[config.mk]
export PLATFORM = sky130hd
export DESIGN_NAME = isolated_input_debounce
export DESIGN_NICKNAME = d
export VERILOG_FILES = /design/src/pkg/iid_pkg.sv /design/src/hdl/iid_debounce_chan.sv /design/src/hdl/isolated_input_debounce.sv
export SDC_FILE = /design/constraint.sdc
export NUM_CORES = 1
export LEC_CHECK = 0
export BUFFER_PORTS_ARGS = -buffer_cell sky130_fd_sc_hd__buf_4
export CORE_UTILIZATION = 40
export CTS_CLUSTER_DIAMETER = 100
export DETAILED_ROUTE_END_ITERATION = 10
export PLACE_DENSITY_LB_ADDON = 0.1
export SYNTH_ARGS = -nofsm -noshare
export SYNTH_HDL_FRONTEND = slang
export SYNTH_SLANG_ARGS = --single-unit
export TNS_END_PERCENT = 20
[constraint.sdc]
create_clock -name sys_clk -period 6.9 [get_ports sys_clk]
set_clock_uncertainty 0.2 [all_clocks]
set_input_delay 0.345 -clock sys_clk [delete_from_list [all_inputs] [get_ports sys_clk]]
set_output_delay 0.345 -clock sys_clk [all_outputs]
set_load 0.05 [all_outputs]
[src/pkg/iid_pkg.sv]
// package: register map, field layout and timing for the isolated input debounce block
package iid_pkg;

    // ------------------------------------------------------------
    // channel counts
    // ------------------------------------------------------------
    localparam int MAIN_INPUTS = 6;
    localparam int EXTRA_INPUTS = 8;
    localparam int NUM_INPUTS = 14;

    // ------------------------------------------------------------
    // register byte offsets
    // ------------------------------------------------------------
    localparam logic [7:0] OFS_CONTROL = 8'h00;
    localparam logic [7:0] OFS_STATUS = 8'h04;
    localparam logic [7:0] OFS_RAW = 8'h08;
    localparam logic [7:0] OFS_DERIVED = 8'h0C;
    localparam logic [7:0] OFS_DELAY_BASE = 8'h10;
    localparam logic [7:0] OFS_DELAY_LAST = 8'h44;

    // ------------------------------------------------------------
    // field positions and reset values
    // ------------------------------------------------------------
    localparam int CTRL_EXTRA_BIT = 0;
    localparam int DLY_AC_BIT = 8;
    localparam int DERIVED_BREAKER_BIT = 0;
    localparam int DERIVED_PERMISSIVE_BIT = 1;
    localparam logic [7:0] DELAY_MAX_HUNDREDTHS = 8'hC8;
    localparam logic [7:0] DELAY_RESET_HUNDREDTHS = 8'h00;
    localparam logic CTRL_EXTRA_RESET = 1'b0;
    localparam logic [1:0] RESP_OKAY = 2'h0;
    localparam logic [1:0] RESP_SLVERR = 2'h2;

    // ------------------------------------------------------------
    // qualification counts, in sixteenth-cycle samples
    // ------------------------------------------------------------
    localparam logic [5:0] AC_PICKUP_SAMPLES = 6'h02;
    localparam logic [5:0] AC_DROPOUT_SAMPLES = 6'h10;
    localparam logic [1:0] SAMPLES_PER_INTERVAL_M1 = 2'h3;

    // ------------------------------------------------------------
    // timing
    // ------------------------------------------------------------
    localparam int CLK_PERIOD_NS = 25;
    localparam int SAMPLE_PERIOD_NS = 1041667;
    localparam int SAMPLE_CLOCKS = SAMPLE_PERIOD_NS / CLK_PERIOD_NS;

    // per-input setting carried to a channel
    typedef struct packed {
        logic acMode;
        logic [7:0] hundredths;
    } iid_delay_t;

    // per-input qualification limit after rounding
    typedef struct packed {
        logic acMode;
        logic [5:0] sixteenths;
    } iid_limit_t;

endpackage

[src/hdl/iid_debounce_chan.sv]
// one input channel: timed or ac-mode pickup/dropout qualification
`timescale 1ns/1ps
`default_nettype none

module iid_debounce_chan
(
    // clock and reset
    input wire logic sys_clk,
    input wire logic rstn,
    // sample timing and data
    input wire logic sampleTick,
    input wire logic inSync,
    input wire iid_pkg::iid_limit_t limit,
    // qualified state
    output logic qualified
);

    logic state_q;
    logic state_d;
    logic [5:0] run_q;
    logic [5:0] run_d;
    logic [5:0] runNext;
    logic [5:0] threshold;
    logic differs;
    logic reached;

    // ------------------------------------------------------------
    // threshold selection
    // ------------------------------------------------------------
    // one limit for both directions in timed mode; ac mode is asymmetric
    assign threshold = limit.acMode
        ? (state_q ? iid_pkg::AC_DROPOUT_SAMPLES : iid_pkg::AC_PICKUP_SAMPLES)
        : limit.sixteenths;
    assign differs = inSync != state_q;
    assign runNext = run_q + 6'h01;
    // a zero limit still waits for the sample that shows the change
    assign reached = runNext >= threshold;

    // ------------------------------------------------------------
    // qualification counter
    // ------------------------------------------------------------
    // any agreeing sample restarts the count, so qualification is consecutive
    assign run_d = (!sampleTick) ? run_q : ((differs && !reached) ? runNext : 6'h00);
    assign state_d = (sampleTick && differs && reached) ? inSync : state_q;

    always_ff @(posedge sys_clk or negedge rstn)
    begin
        if (!rstn)
        begin
            run_q <= 6'h00;
            state_q <= 1'b0;
        end
        else
        begin
            run_q <= run_d;
            state_q <= state_d;
        end
    end

    assign qualified = state_q;

endmodule
`default_nettype wire

[src/hdl/isolated_input_debounce.sv]
// top: input sampling, debounce channels, quarter-cycle publishing and AXI4-Lite registers
//
// Notes on behaviour
// - One delay setting per input serves both pickup and dropout.
// - Delay range is zero to two cycles, or ac qualification mode instead.
// - Delay rounds to nearest sixteenth cycle; timer steps once per sixteenth-cycle sample.
// - AC mode: assert after two high samples, deassert after sixteen low samples.
// - AC mode pickup within 0.75 cycle, dropout within 1.25 cycles.
// - Timers run every sample; published status bits refresh each quarter cycle.
// - Raw sampled input state is captured ahead of debounce.
// - Default delay is zero cycles, inputs pass without extra delay.
// - Six mainboard inputs plus eight extra-board inputs when fitted.
// - Permissive trip received follows input two by default.
//
// Local design decisions: the address map and register access over AXI4-Lite.
`timescale 1ns/1ps
`default_nettype none

module isolated_input_debounce
#(
    parameter int SAMPLE_DIV = iid_pkg::SAMPLE_CLOCKS
)
(
    // clock and reset
    input wire logic sys_clk,
    input wire logic rstn,
    // field inputs, asynchronous
    input wire logic [13:0] fieldIn,
    // published and raw status
    output logic [13:0] inputStatus,
    output logic [13:0] rawStatus,
    output logic breakerClosedStatus,
    output logic permissiveTripReceived,
    // axi4-lite write address
    input wire logic s_axi_awvalid,
    output logic s_axi_awready,
    input wire logic [7:0] s_axi_awaddr,
    // axi4-lite write data
    input wire logic s_axi_wvalid,
    output logic s_axi_wready,
    input wire logic [31:0] s_axi_wdata,
    input wire logic [3:0] s_axi_wstrb,
    // axi4-lite write response
    output logic s_axi_bvalid,
    input wire logic s_axi_bready,
    output logic [1:0] s_axi_bresp,
    // axi4-lite read address
    input wire logic s_axi_arvalid,
    output logic s_axi_arready,
    input wire logic [7:0] s_axi_araddr,
    // axi4-lite read data
    output logic s_axi_rvalid,
    input wire logic s_axi_rready,
    output logic [31:0] s_axi_rdata,
    output logic [1:0] s_axi_rresp
);

    localparam int N = iid_pkg::NUM_INPUTS;

    // ------------------------------------------------------------
    // decode helpers
    // ------------------------------------------------------------
    function automatic logic isDelayAddr(input logic [7:0] addr);
        isDelayAddr = (addr >= iid_pkg::OFS_DELAY_BASE) && (addr <= iid_pkg::OFS_DELAY_LAST)
            && (addr[1:0] == 2'h0);
    endfunction

    function automatic logic [3:0] delayIndex(input logic [7:0] addr);
        logic [7:0] rel;
        rel = addr - iid_pkg::OFS_DELAY_BASE;
        delayIndex = rel[5:2];
    endfunction

    function automatic logic isMapped(input logic [7:0] addr);
        isMapped = isDelayAddr(addr) || (addr == iid_pkg::OFS_CONTROL) || (addr == iid_pkg::OFS_STATUS)
            || (addr == iid_pkg::OFS_RAW) || (addr == iid_pkg::OFS_DERIVED);
    endfunction

    // nearest sixteenth of a cycle from hundredths; ties round up
    function automatic logic [5:0] toSixteenths(input logic [7:0] hundredths);
        logic [12:0] scaled;
        scaled = {5'h00, hundredths} * 13'd16 + 13'd50;
        toSixteenths = 6'(scaled / 13'd100);
    endfunction

    // ------------------------------------------------------------
    // input synchroniser
    // ------------------------------------------------------------
    logic [13:0] syncA_q;
    logic [13:0] syncB_q;

    always_ff @(posedge sys_clk or negedge rstn)
    begin
        if (!rstn)
        begin
            syncA_q <= 14'h0000;
            syncB_q <= 14'h0000;
        end
        else
        begin
            syncA_q <= fieldIn;
            syncB_q <= syncA_q;
        end
    end

    // ------------------------------------------------------------
    // sample and processing-interval timebase
    // ------------------------------------------------------------
    logic [31:0] divCnt_q;
    logic [1:0] sampleCnt_q;
    logic sampleTick;
    logic intervalTick;

    assign sampleTick = divCnt_q == 32'(SAMPLE_DIV - 1);
    assign intervalTick = sampleTick && (sampleCnt_q == iid_pkg::SAMPLES_PER_INTERVAL_M1);

    always_ff @(posedge sys_clk or negedge rstn)
    begin
        if (!rstn)
        begin
            divCnt_q <= 32'h00000000;
            sampleCnt_q <= 2'h0;
        end
        else
        begin
            divCnt_q <= sampleTick ? 32'h00000000 : divCnt_q + 32'h00000001;
            sampleCnt_q <= sampleTick ? sampleCnt_q + 2'h1 : sampleCnt_q;
        end
    end

    // ------------------------------------------------------------
    // configuration registers
    // ------------------------------------------------------------
    iid_pkg::iid_delay_t delay_q [N];
    logic extraFitted_q;

    // ------------------------------------------------------------
    // debounce channels
    // ------------------------------------------------------------
    logic [13:0] qualified;
    logic [13:0] boardMask;

    // extra-board inputs read as deasserted while the board is absent
    assign boardMask = extraFitted_q ? 14'h3FFF : 14'h003F;

    generate
        for (genvar i = 0; i < N; i++)
        begin : g_chan
            iid_pkg::iid_limit_t limit;
            assign limit.acMode = delay_q[i].acMode;
            assign limit.sixteenths = toSixteenths(delay_q[i].hundredths);

            iid_debounce_chan u_chan
            (
                .sys_clk(sys_clk),
                .rstn(rstn),
                .sampleTick(sampleTick),
                .inSync(syncB_q[i]),
                .limit(limit),
                .qualified(qualified[i])
            );
        end
    endgenerate

    // ------------------------------------------------------------
    // raw capture and published status
    // ------------------------------------------------------------
    logic [13:0] raw_q;
    logic [13:0] status_q;
    logic breaker_q;
    logic permissive_q;

    always_ff @(posedge sys_clk or negedge rstn)
    begin
        if (!rstn)
        begin
            raw_q <= 14'h0000;
            status_q <= 14'h0000;
            breaker_q <= 1'b0;
            permissive_q <= 1'b0;
        end
        else
        begin
            if (sampleTick)
                raw_q <= syncB_q & boardMask;
            if (intervalTick)
            begin
                status_q <= qualified & boardMask;
                breaker_q <= qualified[0];
                permissive_q <= qualified[1];
            end
        end
    end

    assign inputStatus = status_q;
    assign rawStatus = raw_q;
    assign breakerClosedStatus = breaker_q;
    assign permissiveTripReceived = permissive_q;

    // ------------------------------------------------------------
    // axi4-lite write channel
    // ------------------------------------------------------------
    logic awready_q;
    logic awHeld_q;
    logic [7:0] awAddr_q;
    logic wready_q;
    logic wHeld_q;
    logic [31:0] wData_q;
    logic [3:0] wStrb_q;
    logic bvalid_q;
    logic [1:0] bresp_q;
    logic awTake;
    logic wTake;
    logic doWrite;
    logic awHeld_d;
    logic wHeld_d;
    logic bvalid_d;
    logic writeDelay;
    logic [3:0] writeIdx;
    logic [7:0] clampedHundredths;

    // address and data are taken in either order; the write lands once both are held
    assign awTake = s_axi_awvalid && awready_q;
    assign wTake = s_axi_wvalid && wready_q;
    assign doWrite = awHeld_q && wHeld_q && !bvalid_q;
    assign awHeld_d = doWrite ? 1'b0 : (awHeld_q || awTake);
    assign wHeld_d = doWrite ? 1'b0 : (wHeld_q || wTake);
    assign bvalid_d = doWrite ? 1'b1 : (bvalid_q && !s_axi_bready);
    assign writeDelay = doWrite && isDelayAddr(awAddr_q);
    assign writeIdx = delayIndex(awAddr_q);
    // entries above two cycles saturate at the top of the range
    assign clampedHundredths = (wData_q[7:0] > iid_pkg::DELAY_MAX_HUNDREDTHS)
        ? iid_pkg::DELAY_MAX_HUNDREDTHS : wData_q[7:0];

    always_ff @(posedge sys_clk or negedge rstn)
    begin
        if (!rstn)
        begin
            awready_q <= 1'b0;
            awHeld_q <= 1'b0;
            awAddr_q <= 8'h00;
            wready_q <= 1'b0;
            wHeld_q <= 1'b0;
            wData_q <= 32'h00000000;
            wStrb_q <= 4'h0;
            bvalid_q <= 1'b0;
            bresp_q <= iid_pkg::RESP_OKAY;
        end
        else
        begin
            awready_q <= !awHeld_d && !bvalid_d;
            wready_q <= !wHeld_d && !bvalid_d;
            awHeld_q <= awHeld_d;
            wHeld_q <= wHeld_d;
            bvalid_q <= bvalid_d;
            if (awTake)
                awAddr_q <= s_axi_awaddr;
            if (wTake)
            begin
                wData_q <= s_axi_wdata;
                wStrb_q <= s_axi_wstrb;
            end
            if (doWrite)
                bresp_q <= isMapped(awAddr_q) ? iid_pkg::RESP_OKAY : iid_pkg::RESP_SLVERR;
        end
    end

    // per-input delay settings and board control
    always_ff @(posedge sys_clk or negedge rstn)
    begin
        if (!rstn)
        begin
            for (int k = 0; k < N; k++)
            begin
                delay_q[k].hundredths <= iid_pkg::DELAY_RESET_HUNDREDTHS;
                delay_q[k].acMode <= 1'b0;
            end
            extraFitted_q <= iid_pkg::CTRL_EXTRA_RESET;
        end
        else
        begin
            if (writeDelay && wStrb_q[0])
                delay_q[writeIdx].hundredths <= clampedHundredths;
            if (writeDelay && wStrb_q[1])
                delay_q[writeIdx].acMode <= wData_q[iid_pkg::DLY_AC_BIT];
            if (doWrite && (awAddr_q == iid_pkg::OFS_CONTROL) && wStrb_q[0])
                extraFitted_q <= wData_q[iid_pkg::CTRL_EXTRA_BIT];
        end
    end

    assign s_axi_awready = awready_q;
    assign s_axi_wready = wready_q;
    assign s_axi_bvalid = bvalid_q;
    assign s_axi_bresp = bresp_q;

    // ------------------------------------------------------------
    // axi4-lite read channel
    // ------------------------------------------------------------
    logic arready_q;
    logic rvalid_q;
    logic [31:0] rdata_q;
    logic [1:0] rresp_q;
    logic arTake;
    logic rvalid_d;
    logic [31:0] readMux;
    logic [3:0] readIdx;
    logic [31:0] delayWord;

    assign arTake = s_axi_arvalid && arready_q;
    assign rvalid_d = arTake ? 1'b1 : (rvalid_q && !s_axi_rready);
    assign readIdx = delayIndex(s_axi_araddr);
    assign delayWord = {23'h000000, delay_q[readIdx].acMode, delay_q[readIdx].hundredths};
    assign readMux = isDelayAddr(s_axi_araddr) ? delayWord
        : (s_axi_araddr == iid_pkg::OFS_CONTROL) ? {31'h00000000, extraFitted_q}
        : (s_axi_araddr == iid_pkg::OFS_STATUS) ? {18'h00000, status_q}
        : (s_axi_araddr == iid_pkg::OFS_RAW) ? {18'h00000, raw_q}
        : (s_axi_araddr == iid_pkg::OFS_DERIVED) ? {30'h00000000, permissive_q, breaker_q}
        : 32'h00000000;

    always_ff @(posedge sys_clk or negedge rstn)
    begin
        if (!rstn)
        begin
            arready_q <= 1'b0;
            rvalid_q <= 1'b0;
            rdata_q <= 32'h00000000;
            rresp_q <= iid_pkg::RESP_OKAY;
        end
        else
        begin
            arready_q <= !rvalid_d;
            rvalid_q <= rvalid_d;
            if (arTake)
            begin
                rdata_q <= readMux;
                rresp_q <= isMapped(s_axi_araddr) ? iid_pkg::RESP_OKAY : iid_pkg::RESP_SLVERR;
            end
        end
    end

    assign s_axi_arready = arready_q;
    assign s_axi_rvalid = rvalid_q;
    assign s_axi_rdata = rdata_q;
    assign s_axi_rresp = rresp_q;

endmodule
`default_nettype wire

==> flow_metrics.tcl <==
set metrics [dict create \
    instances_no_fill 5835 \
    cp_top_family "compound AO/OA/AOI/OAI gates" \
    cts-root-buf "clkbuf_16" \
    power.density_nw_per_um2 231 \
    dp.cells 5657 \
    yosys_warnings 0 \
    synthArstFlopShare_pct 100 \
    timing.final.ws_setup_ps 107 \
    grt_pass1_vias 31000 \
    status "finished, final reports clean" \
    busiest_layer "met2" \
    pwr-share-seq_pct 25.8 \
    layout-drive-gt1-share_pct 23.8 \
    grt_remaining_overflow 0 \
    io_buffers 98 \
    hold_violations 0 \
    synth_top_area_cell "dfrtp_1" \
    final-setup-viol-count 0 \
    worst_pin_slew_ps 1230 \
    cp-end-kind "flop" \
    internal-power_mw 5.94 \
    placementRows 108 \
    worstPathArrival_ps 7110 \
    vias_per_cell 5.74 \
    wl_per_cell_um 18.6 \
    htreeDepth 2 \
    required_ps 7220 \
    ys_types 129 \
    path_clk_slew_ps 60 \
    drc 0 \
    antenna_found_initial 0 \
    cpMostUsedCell "ha_1" \
    whs_ps 47.0 \
    synth_edf_count 0 \
    yosys_most_used_dff "dfrtp_1" \
    dpl-instance-area_um2 39200 \
    num_vias 33500 \
    routed_wl_um 108000 \
    synth_area_per_cell_um2 8.23 \
    path_buf_inv 4 \
    synth_area_leaders "dfrtp_1 26%, ha_1 6.7%, nand2_1 5.5%, xnor2_1 4.0%, mux2_2 3.9%" \
    cap_violations 0 \
    post-route-min-period_ps 6790 \
    synthCells 4251 \
    ant_nets 0 \
    synth-seq-area-share_pct 25.5 \
    clk_latency_ps 620 \
    grt_use_met1_pct 34.4 \
    initial_core_util_pct 40.4 \
    fp.dieArea_um2 88600 \
    hp-class "in -> async" \
    drv_slew 0 \
    syn_area_um2 35000 \
    rsz0062_at_grt "true" \
    swShare_pct 39.7 \
    grt_pass1_wl_um 172000 \
    io-pin-count 144 \
    post-dp-hpwl_um 81000 \
    post-place-ws_ps -204 \
    max_clock_freq_mhz 147 \
    grt_start_max_net_pins 145 \
    layout.nets 4903 \
    power_switching_mw 3.91 \
    globalRouteTotalUtil_pct 23.7 \
    cts_tree "built" \
    core-area_um2 86600 \
    cp_slowest_stage_delay_ps 410 \
    use_met3_pct 2.08 \
    ys_seq_elements 357 \
    slew_headroom_pct 17.7 \
    fp.dieH_um 298 \
    ir_drop_mv 0.251 \
    die_w_um 298 \
    cts.sinks 357 \
    clock_path_buffers 3 \
    n_fill_cell 8412 \
    drt-pass1-iter-count 5 \
    combPwrFrac_pct 45.7 \
    drt-initial-drc-count 2387 \
    path_class "reg -> reg" \
    cts_buffers 47 \
    finalSetupTns_ps 0 \
    cp_slowest_cell "dfrtp_1" \
    globalRouteMet2Util_pct 37.9 \
    clkPwrFrac_pct 28.4 \
    cp_max_fo 5 \
    num_antenna_cells 0 \
    leakage_nw 18.6 \
    netlist.area_leader.share_pct 25.5 \
    stdcell_area_um2 42700 \
    finalCritPeriodShare_pct 98.5 \
    place.gp.congestion 0.927 \
    critPathLaunchType "flop" \
    synthToLayoutAreaGrowth_pct 22.2 \
]
Yosys cell counts (51+ instances only):
cell and instances:
nand2b_1 81, and3_1 51, a21o_1 61, nand3_1 158
o211ai_1 53, nand4_1 96, a31oi_1 52, buf_2 64
inv_1 115, o21ai_0 241, clkbuf_1 113, nor2_1 297
a21oi_1 231, nor3_1 102, mux2_2 121, xor2_1 99
a211oi_1 55, nand2_1 514, xnor2_1 158, dfrtp_1 357
ha_1 187, and2_1 53
worst paths after layout:
path                               start                   endpoint  slack [ps]  cells past startpoint
max                          delay_q[63]  g_chan[6].u_chan.run_q[0]         110                     33
min                                 rstn                syncA_q[10]          50                      2
max reg2reg                  delay_q[63]  g_chan[6].u_chan.run_q[0]         110                     33
min reg2reg                   syncA_q[2]                 syncB_q[2]         150                      0
max in group asynchronous           rstn                 delay_q[0]        5170                      3
min in group sys_clk       s_axi_arvalid             s_axi_rresp[1]          70                      3
state kept, by name, indices dropped and copies added (netlist names):
register / cells
delay_q: 126
g_chan.u_chan.run_q: 84
divCnt_q: 32
g_chan.u_chan.qualified: 14
inputStatus: 14
rawStatus: 14
s_axi_rdata: 14
syncA_q: 14
syncB_q: 14
wData_q: 9
awAddr_q: 8
sampleCnt_q: 2
wStrb_q: 2
awHeld_q: 1
extraFitted_q: 1
s_axi_arready: 1
s_axi_awready: 1
s_axi_bresp: 1
s_axi_bvalid: 1
s_axi_rresp: 1
s_axi_rvalid: 1
s_axi_wready: 1
wHeld_q: 1
cells by family after synthesis:
| group | synth area share (%) |
|---|---|
| mux | 6.95 |
| buf+inv | 4.46 |
| simple gates | 23.9 |
| flops | 25.5 |
| fa+ha+maj | 6.78 |
| compound gates | 25.2 |
| xor+xnor | 7.09 |
| other cells | 0.0107 |
metal layers:
metal	part of all wire [%]	vias to the layer above
met5	0	-
met4	2.1	0
met3	3.9	111
met2	45	677
met1	49	16100
li1	-	16600
per-stage QoR:
| step | utilization [%] | power, mW |
|---|---|---|
| floorplan | - | 5.31 |
| global placement | 45.3 | 6.77 |
| detailed placement | 45.3 | 6.79 |
| CTS | 47.8 | 9.70 |
| global route | 49.3 | 10.5 |
| finish | 49.3 | 9.85 |
placed cells by master (no fill, tap or decap), drive strengths merged, types with 65 or more instances in the layout:
master and n:
a211oi 65, a21oi 236, buf 525, dfrtp 357, ha 187, inv 118, mux2 121, nand2 515
nand2b 81, nand3 159, nand4 98, nor2 297, nor3 106, o21ai 272, xnor2 168, xor2 103
power groups by stage:
stage	Combinational, mW	Clock (mW)	Sequential [mW]
2_1_floorplan	2.87	0	2.44
3_3_place_gp	4.20	0	2.57
3_5_place_dp	4.21	0	2.58
4_1_cts	4.27	2.89	2.54
5_1_grt	4.95	2.95	2.57
6_report	4.50	2.80	2.55
cell type report:
| cell class | count | area (um2) | share of cell area, % |
|---|---|---|---|
| tap | 1155 | 1450 | 3.38 |
| clock buffer | 62 | 1360 | 3.17 |
| timing repair buffer | 564 | 4390 | 10.3 |
| clock inverter | 24 | 398 | 0.931 |
| sequential | 357 | 8930 | 20.9 |
| multi-input combinational | 3557 | 25800 | 60.3 |
| inverter | 116 | 435 | 1.02 |
timing repair:
action / CTS / global route
setup endpoints to repair: 22 / 98
endpoints found under the hold margin: 122 / 0
gates cloned: 0 / 0
setup buffers: 0 / 53
resized for setup: 10 / 223
hold buffers: 39 / 0
pin swaps: 2 / 108
(Power assumes the default switching activity.)
